--- src/common/ilcd_pkg.sv ---
// shared constants for the instruction length and cycle decoder
// assumes one system clock and an opcode byte handed over by the fetch unit

package ilcd_pkg;

  // ==========================================================
  // widths and counts
  localparam int LEN_W = 2;
  localparam int CYC_W = 3;
  localparam int BANK_W = 2;
  localparam logic [1:0] LEN1 = 2'h1, LEN2 = 2'h2, LEN3 = 2'h3;
  localparam logic [2:0] CYC1 = 3'h1, CYC2 = 3'h2, CYC3 = 3'h3, CYC4 = 3'h4;
  localparam logic [2:0] CYC_ZERO = 3'h0;
  localparam logic [1:0] PTR_PAD = 2'h0;

  // ==========================================================
  // instruction classes
  typedef enum logic [3:0] {
    CLS_NONE, CLS_MOVE, CLS_CODE_READ, CLS_AUX_READ, CLS_AUX_WRITE,
    CLS_XCH, CLS_LOW_NIBBLE_EXCHANGE, CLS_ADD, CLS_ADD_WITH_CARRY, CLS_SUBTRACT_WITH_BORROW
  } ilcd_cls_t;

  // ==========================================================
  // opcodes with a working register in bits 2:0
  localparam logic [4:0] OP5_MOV_A_WREG = 5'h1D, OP5_MOV_WREG_A = 5'h1F, OP5_MOV_WREG_DIR = 5'h15;
  localparam logic [4:0] OP5_MOV_WREG_IMM = 5'h0F, OP5_MOV_DIR_WREG = 5'h11, OP5_XCH_WREG = 5'h19;
  localparam logic [4:0] OP5_ADD_WREG = 5'h05, OP5_ADD_WITH_CARRY_WREG = 5'h07, OP5_SUBTRACT_WITH_BORROW_WREG = 5'h13;

  // opcodes with a pointer register in bit 0
  localparam logic [6:0] OP7_MOV_A_IND = 7'h73, OP7_MOV_DIR_IND = 7'h43, OP7_MOV_IND_A = 7'h7B;
  localparam logic [6:0] OP7_MOV_IND_DIR = 7'h53, OP7_MOV_IND_IMM = 7'h3B, OP7_AUX_RD_IND = 7'h71;
  localparam logic [6:0] OP7_AUX_WR_IND = 7'h79, OP7_XCH_IND = 7'h63, OP7_LOW_NIBBLE_EXCHANGE_IND = 7'h6B;
  localparam logic [6:0] OP7_ADD_IND = 7'h13, OP7_ADD_WITH_CARRY_IND = 7'h1B, OP7_SUBTRACT_WITH_BORROW_IND = 7'h4B;

  // full-byte opcodes
  localparam logic [7:0] OP8_MOV_A_DIR = 8'hE5, OP8_MOV_A_IMM = 8'h74, OP8_MOV_DIR_A = 8'hF5;
  localparam logic [7:0] OP8_MOV_DIR_DIR = 8'h85, OP8_MOV_DIR_IMM = 8'h75, OP8_LOAD_DATA_POINTER = 8'h90;
  localparam logic [7:0] OP8_CODE_RD_DATA_POINTER = 8'h93, OP8_CODE_RD_PC = 8'h83, OP8_AUX_RD_DATA_POINTER = 8'hE0;
  localparam logic [7:0] OP8_AUX_WR_DATA_POINTER = 8'hF0, OP8_XCH_DIR = 8'hC5, OP8_ADD_DIR = 8'h25;
  localparam logic [7:0] OP8_ADD_IMM = 8'h24, OP8_ADD_WITH_CARRY_DIR = 8'h35, OP8_ADD_WITH_CARRY_IMM = 8'h34;
  localparam logic [7:0] OP8_SUBTRACT_WITH_BORROW_DIR = 8'h95, OP8_SUBTRACT_WITH_BORROW_IMM = 8'h94;

endpackage : ilcd_pkg

--- src/design/ilcd_decode_table.sv ---
// opcode to length, cycle count and class lookup
// assumes a stable opcode byte; purely combinational
`timescale 1ns/1ps
`default_nettype none

module ilcd_decode_table (
  // opcode in
  input wire logic [7:0] opcode,
  // decoded shape
  output logic hit,
  output logic [1:0] len,
  output logic [2:0] cyc,
  output ilcd_pkg::ilcd_cls_t cls,
  output logic uses_wreg,
  output logic uses_ptr
);

  // ==========================================================
  // entry is class, length, cycles
  localparam logic [8:0] ENT_NONE = {ilcd_pkg::CLS_NONE, ilcd_pkg::LEN1, ilcd_pkg::CYC1};

  logic [8:0] ent5;
  logic [8:0] ent7;
  logic [8:0] ent8;
  wire [4:0] hi5 = opcode[7:3];
  wire [6:0] hi7 = opcode[7:1];
  wire hit5 = (ent5 != ENT_NONE);
  wire hit7 = (ent7 != ENT_NONE);
  wire [8:0] ent = hit5 ? ent5 : (hit7 ? ent7 : ent8);

  // ==========================================================
  // working register forms
  always_comb begin
    ent5 = ENT_NONE;
    if (hi5 == ilcd_pkg::OP5_MOV_A_WREG) ent5 = {ilcd_pkg::CLS_MOVE, ilcd_pkg::LEN1, ilcd_pkg::CYC1};
    else if (hi5 == ilcd_pkg::OP5_MOV_WREG_A) ent5 = {ilcd_pkg::CLS_MOVE, ilcd_pkg::LEN1, ilcd_pkg::CYC2};
    else if (hi5 == ilcd_pkg::OP5_MOV_WREG_DIR) ent5 = {ilcd_pkg::CLS_MOVE, ilcd_pkg::LEN2, ilcd_pkg::CYC4};
    else if (hi5 == ilcd_pkg::OP5_MOV_WREG_IMM) ent5 = {ilcd_pkg::CLS_MOVE, ilcd_pkg::LEN2, ilcd_pkg::CYC2};
    else if (hi5 == ilcd_pkg::OP5_MOV_DIR_WREG) ent5 = {ilcd_pkg::CLS_MOVE, ilcd_pkg::LEN2, ilcd_pkg::CYC3};
    else if (hi5 == ilcd_pkg::OP5_XCH_WREG) ent5 = {ilcd_pkg::CLS_XCH, ilcd_pkg::LEN1, ilcd_pkg::CYC3};
    else if (hi5 == ilcd_pkg::OP5_ADD_WREG) ent5 = {ilcd_pkg::CLS_ADD, ilcd_pkg::LEN1, ilcd_pkg::CYC2};
    else if (hi5 == ilcd_pkg::OP5_ADD_WITH_CARRY_WREG) ent5 = {ilcd_pkg::CLS_ADD_WITH_CARRY, ilcd_pkg::LEN1, ilcd_pkg::CYC2};
    else if (hi5 == ilcd_pkg::OP5_SUBTRACT_WITH_BORROW_WREG) ent5 = {ilcd_pkg::CLS_SUBTRACT_WITH_BORROW, ilcd_pkg::LEN1, ilcd_pkg::CYC2};
  end

  // ==========================================================
  // pointer register forms
  always_comb begin
    ent7 = ENT_NONE;
    if (hi7 == ilcd_pkg::OP7_MOV_A_IND) ent7 = {ilcd_pkg::CLS_MOVE, ilcd_pkg::LEN1, ilcd_pkg::CYC2};
    else if (hi7 == ilcd_pkg::OP7_MOV_DIR_IND) ent7 = {ilcd_pkg::CLS_MOVE, ilcd_pkg::LEN2, ilcd_pkg::CYC4};
    else if (hi7 == ilcd_pkg::OP7_MOV_IND_A) ent7 = {ilcd_pkg::CLS_MOVE, ilcd_pkg::LEN1, ilcd_pkg::CYC3};
    else if (hi7 == ilcd_pkg::OP7_MOV_IND_DIR) ent7 = {ilcd_pkg::CLS_MOVE, ilcd_pkg::LEN2, ilcd_pkg::CYC3};
    else if (hi7 == ilcd_pkg::OP7_MOV_IND_IMM) ent7 = {ilcd_pkg::CLS_MOVE, ilcd_pkg::LEN2, ilcd_pkg::CYC3};
    else if (hi7 == ilcd_pkg::OP7_AUX_RD_IND) ent7 = {ilcd_pkg::CLS_AUX_READ, ilcd_pkg::LEN1, ilcd_pkg::CYC3};
    else if (hi7 == ilcd_pkg::OP7_AUX_WR_IND) ent7 = {ilcd_pkg::CLS_AUX_WRITE, ilcd_pkg::LEN1, ilcd_pkg::CYC3};
    else if (hi7 == ilcd_pkg::OP7_XCH_IND) ent7 = {ilcd_pkg::CLS_XCH, ilcd_pkg::LEN1, ilcd_pkg::CYC4};
    else if (hi7 == ilcd_pkg::OP7_LOW_NIBBLE_EXCHANGE_IND) ent7 = {ilcd_pkg::CLS_LOW_NIBBLE_EXCHANGE, ilcd_pkg::LEN1, ilcd_pkg::CYC4};
    else if (hi7 == ilcd_pkg::OP7_ADD_IND) ent7 = {ilcd_pkg::CLS_ADD, ilcd_pkg::LEN1, ilcd_pkg::CYC3};
    else if (hi7 == ilcd_pkg::OP7_ADD_WITH_CARRY_IND) ent7 = {ilcd_pkg::CLS_ADD_WITH_CARRY, ilcd_pkg::LEN1, ilcd_pkg::CYC3};
    else if (hi7 == ilcd_pkg::OP7_SUBTRACT_WITH_BORROW_IND) ent7 = {ilcd_pkg::CLS_SUBTRACT_WITH_BORROW, ilcd_pkg::LEN1, ilcd_pkg::CYC3};
  end

  // ==========================================================
  // full-byte forms
  always_comb begin
    ent8 = ENT_NONE;
    if (opcode == ilcd_pkg::OP8_MOV_A_DIR) ent8 = {ilcd_pkg::CLS_MOVE, ilcd_pkg::LEN2, ilcd_pkg::CYC2};
    else if (opcode == ilcd_pkg::OP8_MOV_A_IMM) ent8 = {ilcd_pkg::CLS_MOVE, ilcd_pkg::LEN2, ilcd_pkg::CYC2};
    else if (opcode == ilcd_pkg::OP8_MOV_DIR_A) ent8 = {ilcd_pkg::CLS_MOVE, ilcd_pkg::LEN2, ilcd_pkg::CYC3};
    else if (opcode == ilcd_pkg::OP8_MOV_DIR_DIR) ent8 = {ilcd_pkg::CLS_MOVE, ilcd_pkg::LEN3, ilcd_pkg::CYC4};
    else if (opcode == ilcd_pkg::OP8_MOV_DIR_IMM) ent8 = {ilcd_pkg::CLS_MOVE, ilcd_pkg::LEN3, ilcd_pkg::CYC3};
    else if (opcode == ilcd_pkg::OP8_LOAD_DATA_POINTER) ent8 = {ilcd_pkg::CLS_MOVE, ilcd_pkg::LEN3, ilcd_pkg::CYC3};
    else if (opcode == ilcd_pkg::OP8_CODE_RD_DATA_POINTER) ent8 = {ilcd_pkg::CLS_CODE_READ, ilcd_pkg::LEN1, ilcd_pkg::CYC4};
    else if (opcode == ilcd_pkg::OP8_CODE_RD_PC) ent8 = {ilcd_pkg::CLS_CODE_READ, ilcd_pkg::LEN1, ilcd_pkg::CYC4};
    else if (opcode == ilcd_pkg::OP8_AUX_RD_DATA_POINTER) ent8 = {ilcd_pkg::CLS_AUX_READ, ilcd_pkg::LEN1, ilcd_pkg::CYC3};
    else if (opcode == ilcd_pkg::OP8_AUX_WR_DATA_POINTER) ent8 = {ilcd_pkg::CLS_AUX_WRITE, ilcd_pkg::LEN1, ilcd_pkg::CYC3};
    else if (opcode == ilcd_pkg::OP8_XCH_DIR) ent8 = {ilcd_pkg::CLS_XCH, ilcd_pkg::LEN2, ilcd_pkg::CYC4};
    else if (opcode == ilcd_pkg::OP8_ADD_DIR) ent8 = {ilcd_pkg::CLS_ADD, ilcd_pkg::LEN2, ilcd_pkg::CYC3};
    else if (opcode == ilcd_pkg::OP8_ADD_IMM) ent8 = {ilcd_pkg::CLS_ADD, ilcd_pkg::LEN2, ilcd_pkg::CYC2};
    else if (opcode == ilcd_pkg::OP8_ADD_WITH_CARRY_DIR) ent8 = {ilcd_pkg::CLS_ADD_WITH_CARRY, ilcd_pkg::LEN2, ilcd_pkg::CYC3};
    else if (opcode == ilcd_pkg::OP8_ADD_WITH_CARRY_IMM) ent8 = {ilcd_pkg::CLS_ADD_WITH_CARRY, ilcd_pkg::LEN2, ilcd_pkg::CYC2};
    else if (opcode == ilcd_pkg::OP8_SUBTRACT_WITH_BORROW_DIR) ent8 = {ilcd_pkg::CLS_SUBTRACT_WITH_BORROW, ilcd_pkg::LEN2, ilcd_pkg::CYC3};
    else if (opcode == ilcd_pkg::OP8_SUBTRACT_WITH_BORROW_IMM) ent8 = {ilcd_pkg::CLS_SUBTRACT_WITH_BORROW, ilcd_pkg::LEN2, ilcd_pkg::CYC2};
  end

  // ==========================================================
  // outputs
  assign cls = ilcd_pkg::ilcd_cls_t'(ent[8:5]);
  assign len = ent[4:3];
  assign cyc = ent[2:0];
  assign hit = (cls != ilcd_pkg::CLS_NONE);
  assign uses_wreg = hit5;
  assign uses_ptr = hit7;

endmodule : ilcd_decode_table
`default_nettype wire

--- src/design/ilcd_cycle_hold.sv ---
// holds the fetch handshake for the decoded number of cycles
// assumes start only while ready is high, same clock as the fetch unit
`timescale 1ns/1ps
`default_nettype none

module ilcd_cycle_hold (
  // clock and reset
  input wire logic clock,
  input wire logic srst,
  // instruction start
  input wire logic start,
  input wire logic [2:0] cycles,
  // fetch handshake
  output logic ready_ff
);

  // ==========================================================
  // remaining cycles after the current one
  logic [2:0] rem_ff;
  wire [2:0] nxt_rem = start ? (cycles - ilcd_pkg::CYC1) :
                       ((rem_ff != ilcd_pkg::CYC_ZERO) ? (rem_ff - ilcd_pkg::CYC1) : ilcd_pkg::CYC_ZERO);
  // single-cycle ops keep ready high so fetch can stream back to back
  wire nxt_ready = start ? (cycles == ilcd_pkg::CYC1) : (rem_ff <= ilcd_pkg::CYC1);

  always_ff @(posedge clock) begin
    if (srst) begin
      rem_ff <= ilcd_pkg::CYC_ZERO;
      ready_ff <= 1'b1;
    end else begin
      rem_ff <= nxt_rem;
      ready_ff <= nxt_ready;
    end
  end

endmodule : ilcd_cycle_hold
`default_nettype wire

--- src/design/ilcd_decoder.sv ---
// instruction length and cycle decoder for data transfer and arithmetic ops
// assumes the fetch unit offers one opcode byte at a time on the system clock,
// and the datapath consumes the registered decode the cycle after acceptance
`timescale 1ns/1ps
`default_nettype none

module ilcd_decoder (
  // clock and reset
  input wire logic clock,
  input wire logic srst,
  // fetch side
  input wire logic op_valid,
  input wire logic [7:0] op_byte,
  output logic fetch_ready,
  // core context
  input wire logic [1:0] reg_bank,
  input wire logic aux_ext_select,
  // decode result
  output logic dec_valid,
  output logic dec_hit,
  output logic [1:0] instr_len,
  output logic [2:0] exec_cycles,
  output ilcd_pkg::ilcd_cls_t instr_class,
  // operand selection
  output logic uses_wreg,
  output logic [4:0] wreg_sel,
  output logic uses_ptr,
  output logic [4:0] ptr_sel,
  // aux ram routing
  output logic aux_onchip_sel,
  output logic aux_ext_refused
);

  // ==========================================================
  // table lookup
  logic tbl_hit;
  logic [1:0] tbl_len;
  logic [2:0] tbl_cyc;
  ilcd_pkg::ilcd_cls_t tbl_cls;
  logic tbl_uses_wreg;
  logic tbl_uses_ptr;

  ilcd_decode_table u_table (
    .opcode(op_byte),
    .hit(tbl_hit),
    .len(tbl_len),
    .cyc(tbl_cyc),
    .cls(tbl_cls),
    .uses_wreg(tbl_uses_wreg),
    .uses_ptr(tbl_uses_ptr)
  );

  // ==========================================================
  // acceptance and hold
  logic ready_ff;
  wire accept = op_valid && ready_ff;

  ilcd_cycle_hold u_hold (
    .clock(clock),
    .srst(srst),
    .start(accept),
    .cycles(tbl_cyc),
    .ready_ff(ready_ff)
  );

  // ==========================================================
  // next-value selection
  wire tbl_aux = (tbl_cls == ilcd_pkg::CLS_AUX_READ) || (tbl_cls == ilcd_pkg::CLS_AUX_WRITE);
  wire [4:0] nxt_wreg_sel = {reg_bank, op_byte[2:0]};
  wire [4:0] nxt_ptr_sel = {reg_bank, ilcd_pkg::PTR_PAD, op_byte[0]};
  // external aux targets are never served; route on-chip and flag it
  wire nxt_refused = tbl_aux && aux_ext_select;

  // ==========================================================
  // result registers, held until the next accepted opcode, except dec_valid and aux_ext_refused, which pulse for one cycle
  logic dec_valid_ff;
  logic dec_hit_ff;
  logic [1:0] instr_len_ff;
  logic [2:0] exec_cycles_ff;
  ilcd_pkg::ilcd_cls_t instr_class_ff;
  logic uses_wreg_ff;
  logic [4:0] wreg_sel_ff;
  logic uses_ptr_ff;
  logic [4:0] ptr_sel_ff;
  logic aux_onchip_sel_ff;
  logic aux_ext_refused_ff;

  always_ff @(posedge clock) begin
    if (srst) begin
      dec_valid_ff <= 1'b0;
      aux_ext_refused_ff <= 1'b0;
    end else begin
      dec_valid_ff <= accept;
      aux_ext_refused_ff <= accept && nxt_refused;
    end
  end

  always_ff @(posedge clock) begin
    if (srst) begin
      dec_hit_ff <= 1'b0;
      instr_len_ff <= ilcd_pkg::LEN1;
      exec_cycles_ff <= ilcd_pkg::CYC1;
      instr_class_ff <= ilcd_pkg::CLS_NONE;
    end else if (accept) begin
      dec_hit_ff <= tbl_hit;
      instr_len_ff <= tbl_len;
      exec_cycles_ff <= tbl_cyc;
      instr_class_ff <= tbl_cls;
    end
  end

  always_ff @(posedge clock) begin
    if (srst) begin
      uses_wreg_ff <= 1'b0;
      wreg_sel_ff <= 5'h00;
      uses_ptr_ff <= 1'b0;
      ptr_sel_ff <= 5'h00;
      aux_onchip_sel_ff <= 1'b0;
    end else if (accept) begin
      uses_wreg_ff <= tbl_uses_wreg;
      wreg_sel_ff <= nxt_wreg_sel;
      uses_ptr_ff <= tbl_uses_ptr;
      ptr_sel_ff <= nxt_ptr_sel;
      aux_onchip_sel_ff <= tbl_aux;
    end
  end

  // ==========================================================
  // output drive
  assign fetch_ready = ready_ff;
  assign dec_valid = dec_valid_ff;
  assign dec_hit = dec_hit_ff;
  assign instr_len = instr_len_ff;
  assign exec_cycles = exec_cycles_ff;
  assign instr_class = instr_class_ff;
  assign uses_wreg = uses_wreg_ff;
  assign wreg_sel = wreg_sel_ff;
  assign uses_ptr = uses_ptr_ff;
  assign ptr_sel = ptr_sel_ff;
  assign aux_onchip_sel = aux_onchip_sel_ff;
  assign aux_ext_refused = aux_ext_refused_ff;

  wire [4:0] op_hi5 = op_byte[7:3];
  wire [6:0] op_hi7 = op_byte[7:1];
endmodule : ilcd_decoder
`default_nettype wire

--- config.mk ---
export PLATFORM = sky130hd
export DESIGN_NAME = ilcd_decoder
export DESIGN_NICKNAME = d
export VERILOG_FILES = /design/src/common/ilcd_pkg.sv /design/src/design/ilcd_decode_table.sv /design/src/design/ilcd_cycle_hold.sv /design/src/design/ilcd_decoder.sv
export SDC_FILE = /design/constraint.sdc
export NUM_CORES = 1
export LEC_CHECK = 0
export ABC_AREA = 1
export BUFFER_PORTS_ARGS = -buffer_cell sky130_fd_sc_hd__buf_2
export CORE_MARGIN = 4
export CORE_UTILIZATION = 54
export DETAILED_ROUTE_END_ITERATION = 8
export PLACE_DENSITY = 0.8
export SLEW_MARGIN = 40
export SYNTH_ARGS = -nofsm -noshare
export SYNTH_HDL_FRONTEND = slang
export SYNTH_SLANG_ARGS = --single-unit
export TNS_END_PERCENT = 100
--- constraint.sdc ---
create_clock -name clock -period 2.37 [get_ports clock]
set_input_delay 0.3555 -clock clock [delete_from_list [all_inputs] [get_ports clock]]
set_output_delay 0.3555 -clock clock [all_outputs]
set_load 0.05 [all_outputs]
Word-level counts from Yosys, hierarchy flattened
Index checks and enable logic that the tools add are counted.

word-level totals
  memories kept = 0
  latch bits = 0
  bits in registers = 27
  memory bits (writable) = 0
  bits in read-only memories = 0
  output and inout port bits = 26
  word-level logic and storage cells = 108
  input bits = 14

cells by class
  multipliers = 0
  bitwise operators = 0
  shift-type cells = 0
  $lt $le $gt $ge = 1
  reductions and logical operators = 6
  eq/ne operators = 43
  multiplexer cells = 43
  add/subtract/negate cells = 2
  divide/modulo/power cells = 0

operator list
  cell                 count
  $mux 9               40
  $eq 8x8->1 const B   11
  $eq 7x7->1 const B   9
  $eq 8x6->1 const B   4
  $eq 5x5->1 const B   6
  $ne 9x4->1 const B   2
  $eq 8x7->1 const B   2
  $eq 7x5->1 const B   2
  $eq 5x3->1 const B   2
  $eq 7x6->1 const B   1
  $mux 3               2
  $sub 3x1->3 const B  2
  $eq 5x4->1 const B   1
  $eq 4x2->1 const B   1
  $eq 4x3->1 const B   1
  $reduce_bool 4->1    1
  $eq 3x1->1 const B   1
  $le 3x1->1 const B   1
  $logic_and 1x1->1    3
  $reduce_bool 3->1    1
  $logic_or 1x1->1     1
  $mux 1               1

Depth between registers and ports, before layout
  depth after elaboration = 24
  mapped depth = 16

Hierarchy
Synthesis repeated with hierarchy kept, for this count alone.

second synthesis, totals
  cell total of the unflattened synthesis = 297
  area, all modules = 1721.7 um^2

by module, submodules not included
  module             seq. area each (um^2)  area each (um^2)  instances  cells an instance
  ilcd_decoder       400.4                  764.5             1          94
  ilcd_decode_table  0.0                    724.4             1          168
  ilcd_cycle_hold    80.1                   232.7             1          35

Least setup slack after synthesis
OpenSTA, ideal clock, no wires.

  kind = input -> register
  from = input port op_byte[7]
  to = register u_hold.rem_ff[1]
  stages on the path = 14
  library setup time = 116 ps
  arrival time = 1869 ps
  path slack = 386 ps
  required time = 2254 ps
  buffers on the path = 1
  cell sequence = buf_4 > inv_2 > nand3_1 > o21ai_0 > nand2_1 > nand2_1 > nor2_1 > nand3_1 > nor4_1 > ha_1 > nor2_1 > nor2_1 > o21ai_0 > inv_1

between the ends
  longest elaborated chain between the ends = 22

RTL lines
  element                 RTL line                 text
  start: declaration      ilcd_decoder.sv:13       input wire logic [7:0] op_byte,
  $eq 8x8->1              ilcd_decode_table.sv:84  else if (opcode == ilcd_pkg::OP8_SUBTRACT_WITH_BORROW_IMM) ent8 = {ilcd_pkg::CLS_SUBTRACT_WITH_BORROW, ilcd_pk ...
  $mux 9                  ilcd_decode_table.sv:84
  $mux 9                  ilcd_decode_table.sv:83  else if (opcode == ilcd_pkg::OP8_SUBTRACT_WITH_BORROW_DIR) ent8 = {ilcd_pkg::CLS_SUBTRACT_WITH_BORROW, ilcd_pk ...
  $mux 9                  ilcd_decode_table.sv:82  else if (opcode == ilcd_pkg::OP8_ADD_WITH_CARRY_IMM) ent8 = {ilcd_pkg::CLS_ADD_WITH_CARRY, ilcd_pkg::LEN2, ilc ...
  $mux 9                  ilcd_decode_table.sv:81  else if (opcode == ilcd_pkg::OP8_ADD_WITH_CARRY_DIR) ent8 = {ilcd_pkg::CLS_ADD_WITH_CARRY, ilcd_pkg::LEN2, ilc ...
  $mux 9                  ilcd_decode_table.sv:80  else if (opcode == ilcd_pkg::OP8_ADD_IMM) ent8 = {ilcd_pkg::CLS_ADD, ilcd_pkg::LEN2, ilcd_pkg::CYC2};
  $mux 9                  ilcd_decode_table.sv:79  else if (opcode == ilcd_pkg::OP8_ADD_DIR) ent8 = {ilcd_pkg::CLS_ADD, ilcd_pkg::LEN2, ilcd_pkg::CYC3};
  $mux 9                  ilcd_decode_table.sv:78  else if (opcode == ilcd_pkg::OP8_XCH_DIR) ent8 = {ilcd_pkg::CLS_XCH, ilcd_pkg::LEN2, ilcd_pkg::CYC4};
  [6 not listed]          --
  $mux 9                  ilcd_decode_table.sv:71  else if (opcode == ilcd_pkg::OP8_MOV_DIR_DIR) ent8 = {ilcd_pkg::CLS_MOVE, ilcd_pkg::LEN3, ilcd_pkg::CYC4};
  $mux 9                  ilcd_decode_table.sv:70  else if (opcode == ilcd_pkg::OP8_MOV_DIR_A) ent8 = {ilcd_pkg::CLS_MOVE, ilcd_pkg::LEN2, ilcd_pkg::CYC3};
  $mux 9                  ilcd_decode_table.sv:69  else if (opcode == ilcd_pkg::OP8_MOV_A_IMM) ent8 = {ilcd_pkg::CLS_MOVE, ilcd_pkg::LEN2, ilcd_pkg::CYC2};
  $mux 9                  ilcd_decode_table.sv:68  if (opcode == ilcd_pkg::OP8_MOV_A_DIR) ent8 = {ilcd_pkg::CLS_MOVE, ilcd_pkg::LEN2, ilcd_pkg::CYC2};
  $mux 9                  ilcd_decode_table.sv:29  wire [8:0] ent = hit5 ? ent5 : (hit7 ? ent7 : ent8);
  $mux 9 *                ilcd_decode_table.sv:29
  $sub 3x1->3 *           ilcd_cycle_hold.sv:20    wire [2:0] nxt_rem = start ? (cycles - ilcd_pkg::CYC1) :
  $mux 3 *                ilcd_cycle_hold.sv:20
  end signal: assignment  ilcd_cycle_hold.sv:27    rem_ff <= ilcd_pkg::CYC_ZERO;
  end signal: assignment  ilcd_cycle_hold.sv:30    rem_ff <= nxt_rem;
  end: declaration        ilcd_cycle_hold.sv:19    logic [2:0] rem_ff;

Every way passes the cells marked *; elsewhere a longest branch is shown, timed or not.
A chain may end at the register's enable or synchronous reset.

Final worst setup path
Same ends and word-level chain as after synthesis.

==> reports/summary.txt <==
=================================================================================
Unrepaired setup endpoints after global routing                             false
Horiz. Die Dim                                                            65.7 um
Count of cells resized by post-cts repair                                       0
Setup violation total in the final timing report                                0
Worst hold path type                                                    in -> reg
Hold_ws                                                                  0.245 ns
Ys flop type                                                         sky130_fd_sc_hd__dfxtp_1
Kind of start point of the critical path                               input port
Library cells used by synthesis                                                33
Crit-path max FO                                                                8
Total congestion overflow after global routing                                  0
Number of sinks on the clock net                                               24
Source-to-sink clock delay at the later pin of the worst-skew pair        0.32 ns
Effective utilization at floorplan                                          57.6%
Post-DR wirelength/cell                                                   11.9 um
Setup total negative slack                                                   0 ns
Drt drc                                                                         0
Element type at the critical path end                                   flip-flop
Netlist area before placement                                           1800 um^2
Number of enable flip-flop cells after synthesis                                0
Filler cell count in the final layout                                         302
Power per unit of standard cell area                                  573 nW/um^2
CTS buffer count                                                                3
Worst reg2reg path depth                                                        6
Max Slew Vio Count                                                              0
Peak ir drop on the vdd network                                            572 uV
Layout Cells excl Fill                                                        377
Antenna violation net count after detailed routing                              0
Yosys top cell area share                                                   26.7%
Dominant cell type by area after synthesis                           sky130_fd_sc_hd__dfxtp_1
Required time of the critical path                                        2.59 ns
NumNets Final                                                                 352
FF+latch count, synth                                                          24
# port buffers                                                                 37
Fmax achieved                                                             495 MHz
Post-Route WL                                                             4.49 mm
CTS tree                                                                      yes
Area delta synth->final                                                     14.8%
Clk root buf                                                         sky130_fd_sc_hd__clkbuf_4
Gp weighted congestion                                                       1.01
Router iterations before antenna repair                                         4
Vias after detailed routing                                                  1946
Leakage power                                                             1.20 nW
I/O Pins                                                                       40
Core Rows                                                                      20
Yosys warning count                                                             0
Area enclosed by the die boundary                                       4320 um^2
Final critical path time including I/O delays and setup                   2.02 ns
Antenna violations before repair                                                0
Most frequent cells in the layout                                    sky130_fd_sc_hd__nand2_1, sky130_fd_sc_hd__nor2_1, sky130_fd_sc_hd__buf_2
Total GRT Usage                                                             22.7%
Clk slew on worst S/H paths                                               0.13 ns
Final worst-path cycle share                                                85.3%
Final number of hold-violating endpoints                                        0
Number of instances in the placed design                                      373
Fraction of layout cells with a size suffix above 1                         21.6%
Result of the run                                                    finished clean
Category of the critical setup timing path                              in -> reg
Sequential area share after synthesis                                       26.7%
Die height                                                                65.7 um
Standard cell core area                                                 3130 um^2
Total number of H-tree levels                                                   1
Ratio of routed vias to standard cells                                       5.16
Synthesized instance count                                                    299
Number of inserted diodes                                                       0
Detailed-placement wirelength estimate                                    3.69 mm
WP data arrival                                                           2.24 ns
Average cell area after synthesis                                       6.02 um^2
First-pass GRT wire length                                                7.78 mm
Hold path depth                                                                 3
Initial DRC Count                                                             178
Buffers inserted by post-CTS timing repair                                      0
Ys async rst share                                                             0%
Largest net degree at the start of global routing                              22
Max-Cap Viols                                                                   0
Bufs on Longest Clock Path                                                      2
Fin Clk Skew                                                           0.00775 ns
Vias in the first global route                                               1755
CTS hold repair buffers                                                         0
Most common cell after layout, fill and taps aside                   sky130_fd_sc_hd__nand2_1
Cell types occupying the most area after synthesis                   sky130_fd_sc_hd__dfxtp_1, sky130_fd_sc_hd__nand2_1, sky130_fd_sc_hd__nor2_1
=================================================================================
==> cells in the mapped netlist (2+ instances only) <==
master and number:
sky130_fd_sc_hd__nand2_1 68, sky130_fd_sc_hd__nor2_1 58, sky130_fd_sc_hd__inv_1 35, sky130_fd_sc_hd__dfxtp_1 24
sky130_fd_sc_hd__nand3_1 18, sky130_fd_sc_hd__o21ai_0 15, sky130_fd_sc_hd__a21oi_1 11, sky130_fd_sc_hd__nand2_2 7
sky130_fd_sc_hd__nand4_1 7, sky130_fd_sc_hd__nor3_1 7, sky130_fd_sc_hd__buf_4 6, sky130_fd_sc_hd__nor2_2 6
sky130_fd_sc_hd__clkbuf_1 4, sky130_fd_sc_hd__ha_1 4, sky130_fd_sc_hd__inv_2 4, sky130_fd_sc_hd__o211ai_1 4
sky130_fd_sc_hd__a31oi_1 2, sky130_fd_sc_hd__nand3_2 2, sky130_fd_sc_hd__nand3b_1 2, sky130_fd_sc_hd__nor3_2 2
==> worst paths after layout <==
path                                                  from                           to  slack (ns)
worst max-delay path                            op_byte[7]  u_hold.rem_ff[1]$_SDFF_PP0_        0.35
worst min-delay path                        aux_ext_select   aux_ext_refused$_SDFF_PP0_        0.24
worst min register to register   instr_len[1]$_SDFFE_PP0P_    instr_len[1]$_SDFFE_PP0P_        0.47
worst max register to register  u_hold.ready_ff$_SDFF_PP1_  exec_cycles[1]$_SDFFE_PP0P_        1.12
==> sequential cells by signal (all words and copies together), names as in the netlist <==
name and cells:
uses_ptr 1, exec_cycles 3, instr_len 2, uses_wreg 1, dec_hit 1, u_hold.rem_ff 3
u_hold.ready_ff 1, aux_ext_refused 1, wreg_sel 5, instr_class 4, dec_valid 1, aux_onchip_sel 1
==> layout make-up <==
class	count	area (um^2)	area share, %
Multi-Input combinational cell	223	1090	52.8
Sequential cell	24	480	23.2
Timing Repair Buffer	42	235	11.4
Inverter	40	153	7.38
Tap cell	44	55.1	2.66
Clock inverter	1	30.0	1.45
Clock buffer	3	22.5	1.09
==> power breakdown <==
| part | switching [mW] | internal [mW] |
|---|---|---|
| combinational | 0.313 | 0.113 |
| sequential | 0.0197 | 0.444 |
| clock | 0.123 | 0.171 |
==> layer usage <==
layer | global-route usage (%) | up-vias | wire, um
met2 | 34.2 | 70 | 1980
met1 | 33.2 | 854 | 2120
met3 | 5.64 | 10 | 337
met4 | 3.63 | 0 | 48
li1 | - | 1012 | -
met5 | 0 | - | 0
==> critical path, stage by stage <==
cell and delay (ns):
sky130_fd_sc_hd__buf_2 0.19, sky130_fd_sc_hd__inv_2 0.06, sky130_fd_sc_hd__nand3_1 0.17, sky130_fd_sc_hd__o21ai_0 0.17
sky130_fd_sc_hd__nand2_1 0.12, sky130_fd_sc_hd__nand2_1 0.05, sky130_fd_sc_hd__nor2_1 0.08, sky130_fd_sc_hd__nand3_1 0.12
sky130_fd_sc_hd__nor4_1 0.33, sky130_fd_sc_hd__ha_1 0.30, sky130_fd_sc_hd__nor2_1 0.11, sky130_fd_sc_hd__nor2_1 0.04
sky130_fd_sc_hd__o21ai_0 0.08, sky130_fd_sc_hd__inv_1 0.06
==> metrics by stage <==
step	util [%]	worst slack, ns	total power [mW]	instance area, um^2
after floorplan	-	0.386	0.807	1800
after global placement	64.4	0.0185	0.895	2010
final	66.1	0.349	1.18	2070
after global routing	66.1	0.113	1.25	2070
after CTS	66.1	0.383	1.19	2070
after detailed placement	64.4	0.0494	0.899	2010
==> cell families after synthesis <==
kind of cell               share of synthesized area [%]
xor gates and xnor gates                           0.487
other                                              0.208
and+or+nand+nor                                     46.4
DFF                                                 26.7
buffers and inverters                               12.9
adders and majority gates                           2.78
AOI/OAI and AO/OA                                   10.6
(Power assumes the default switching activity.)
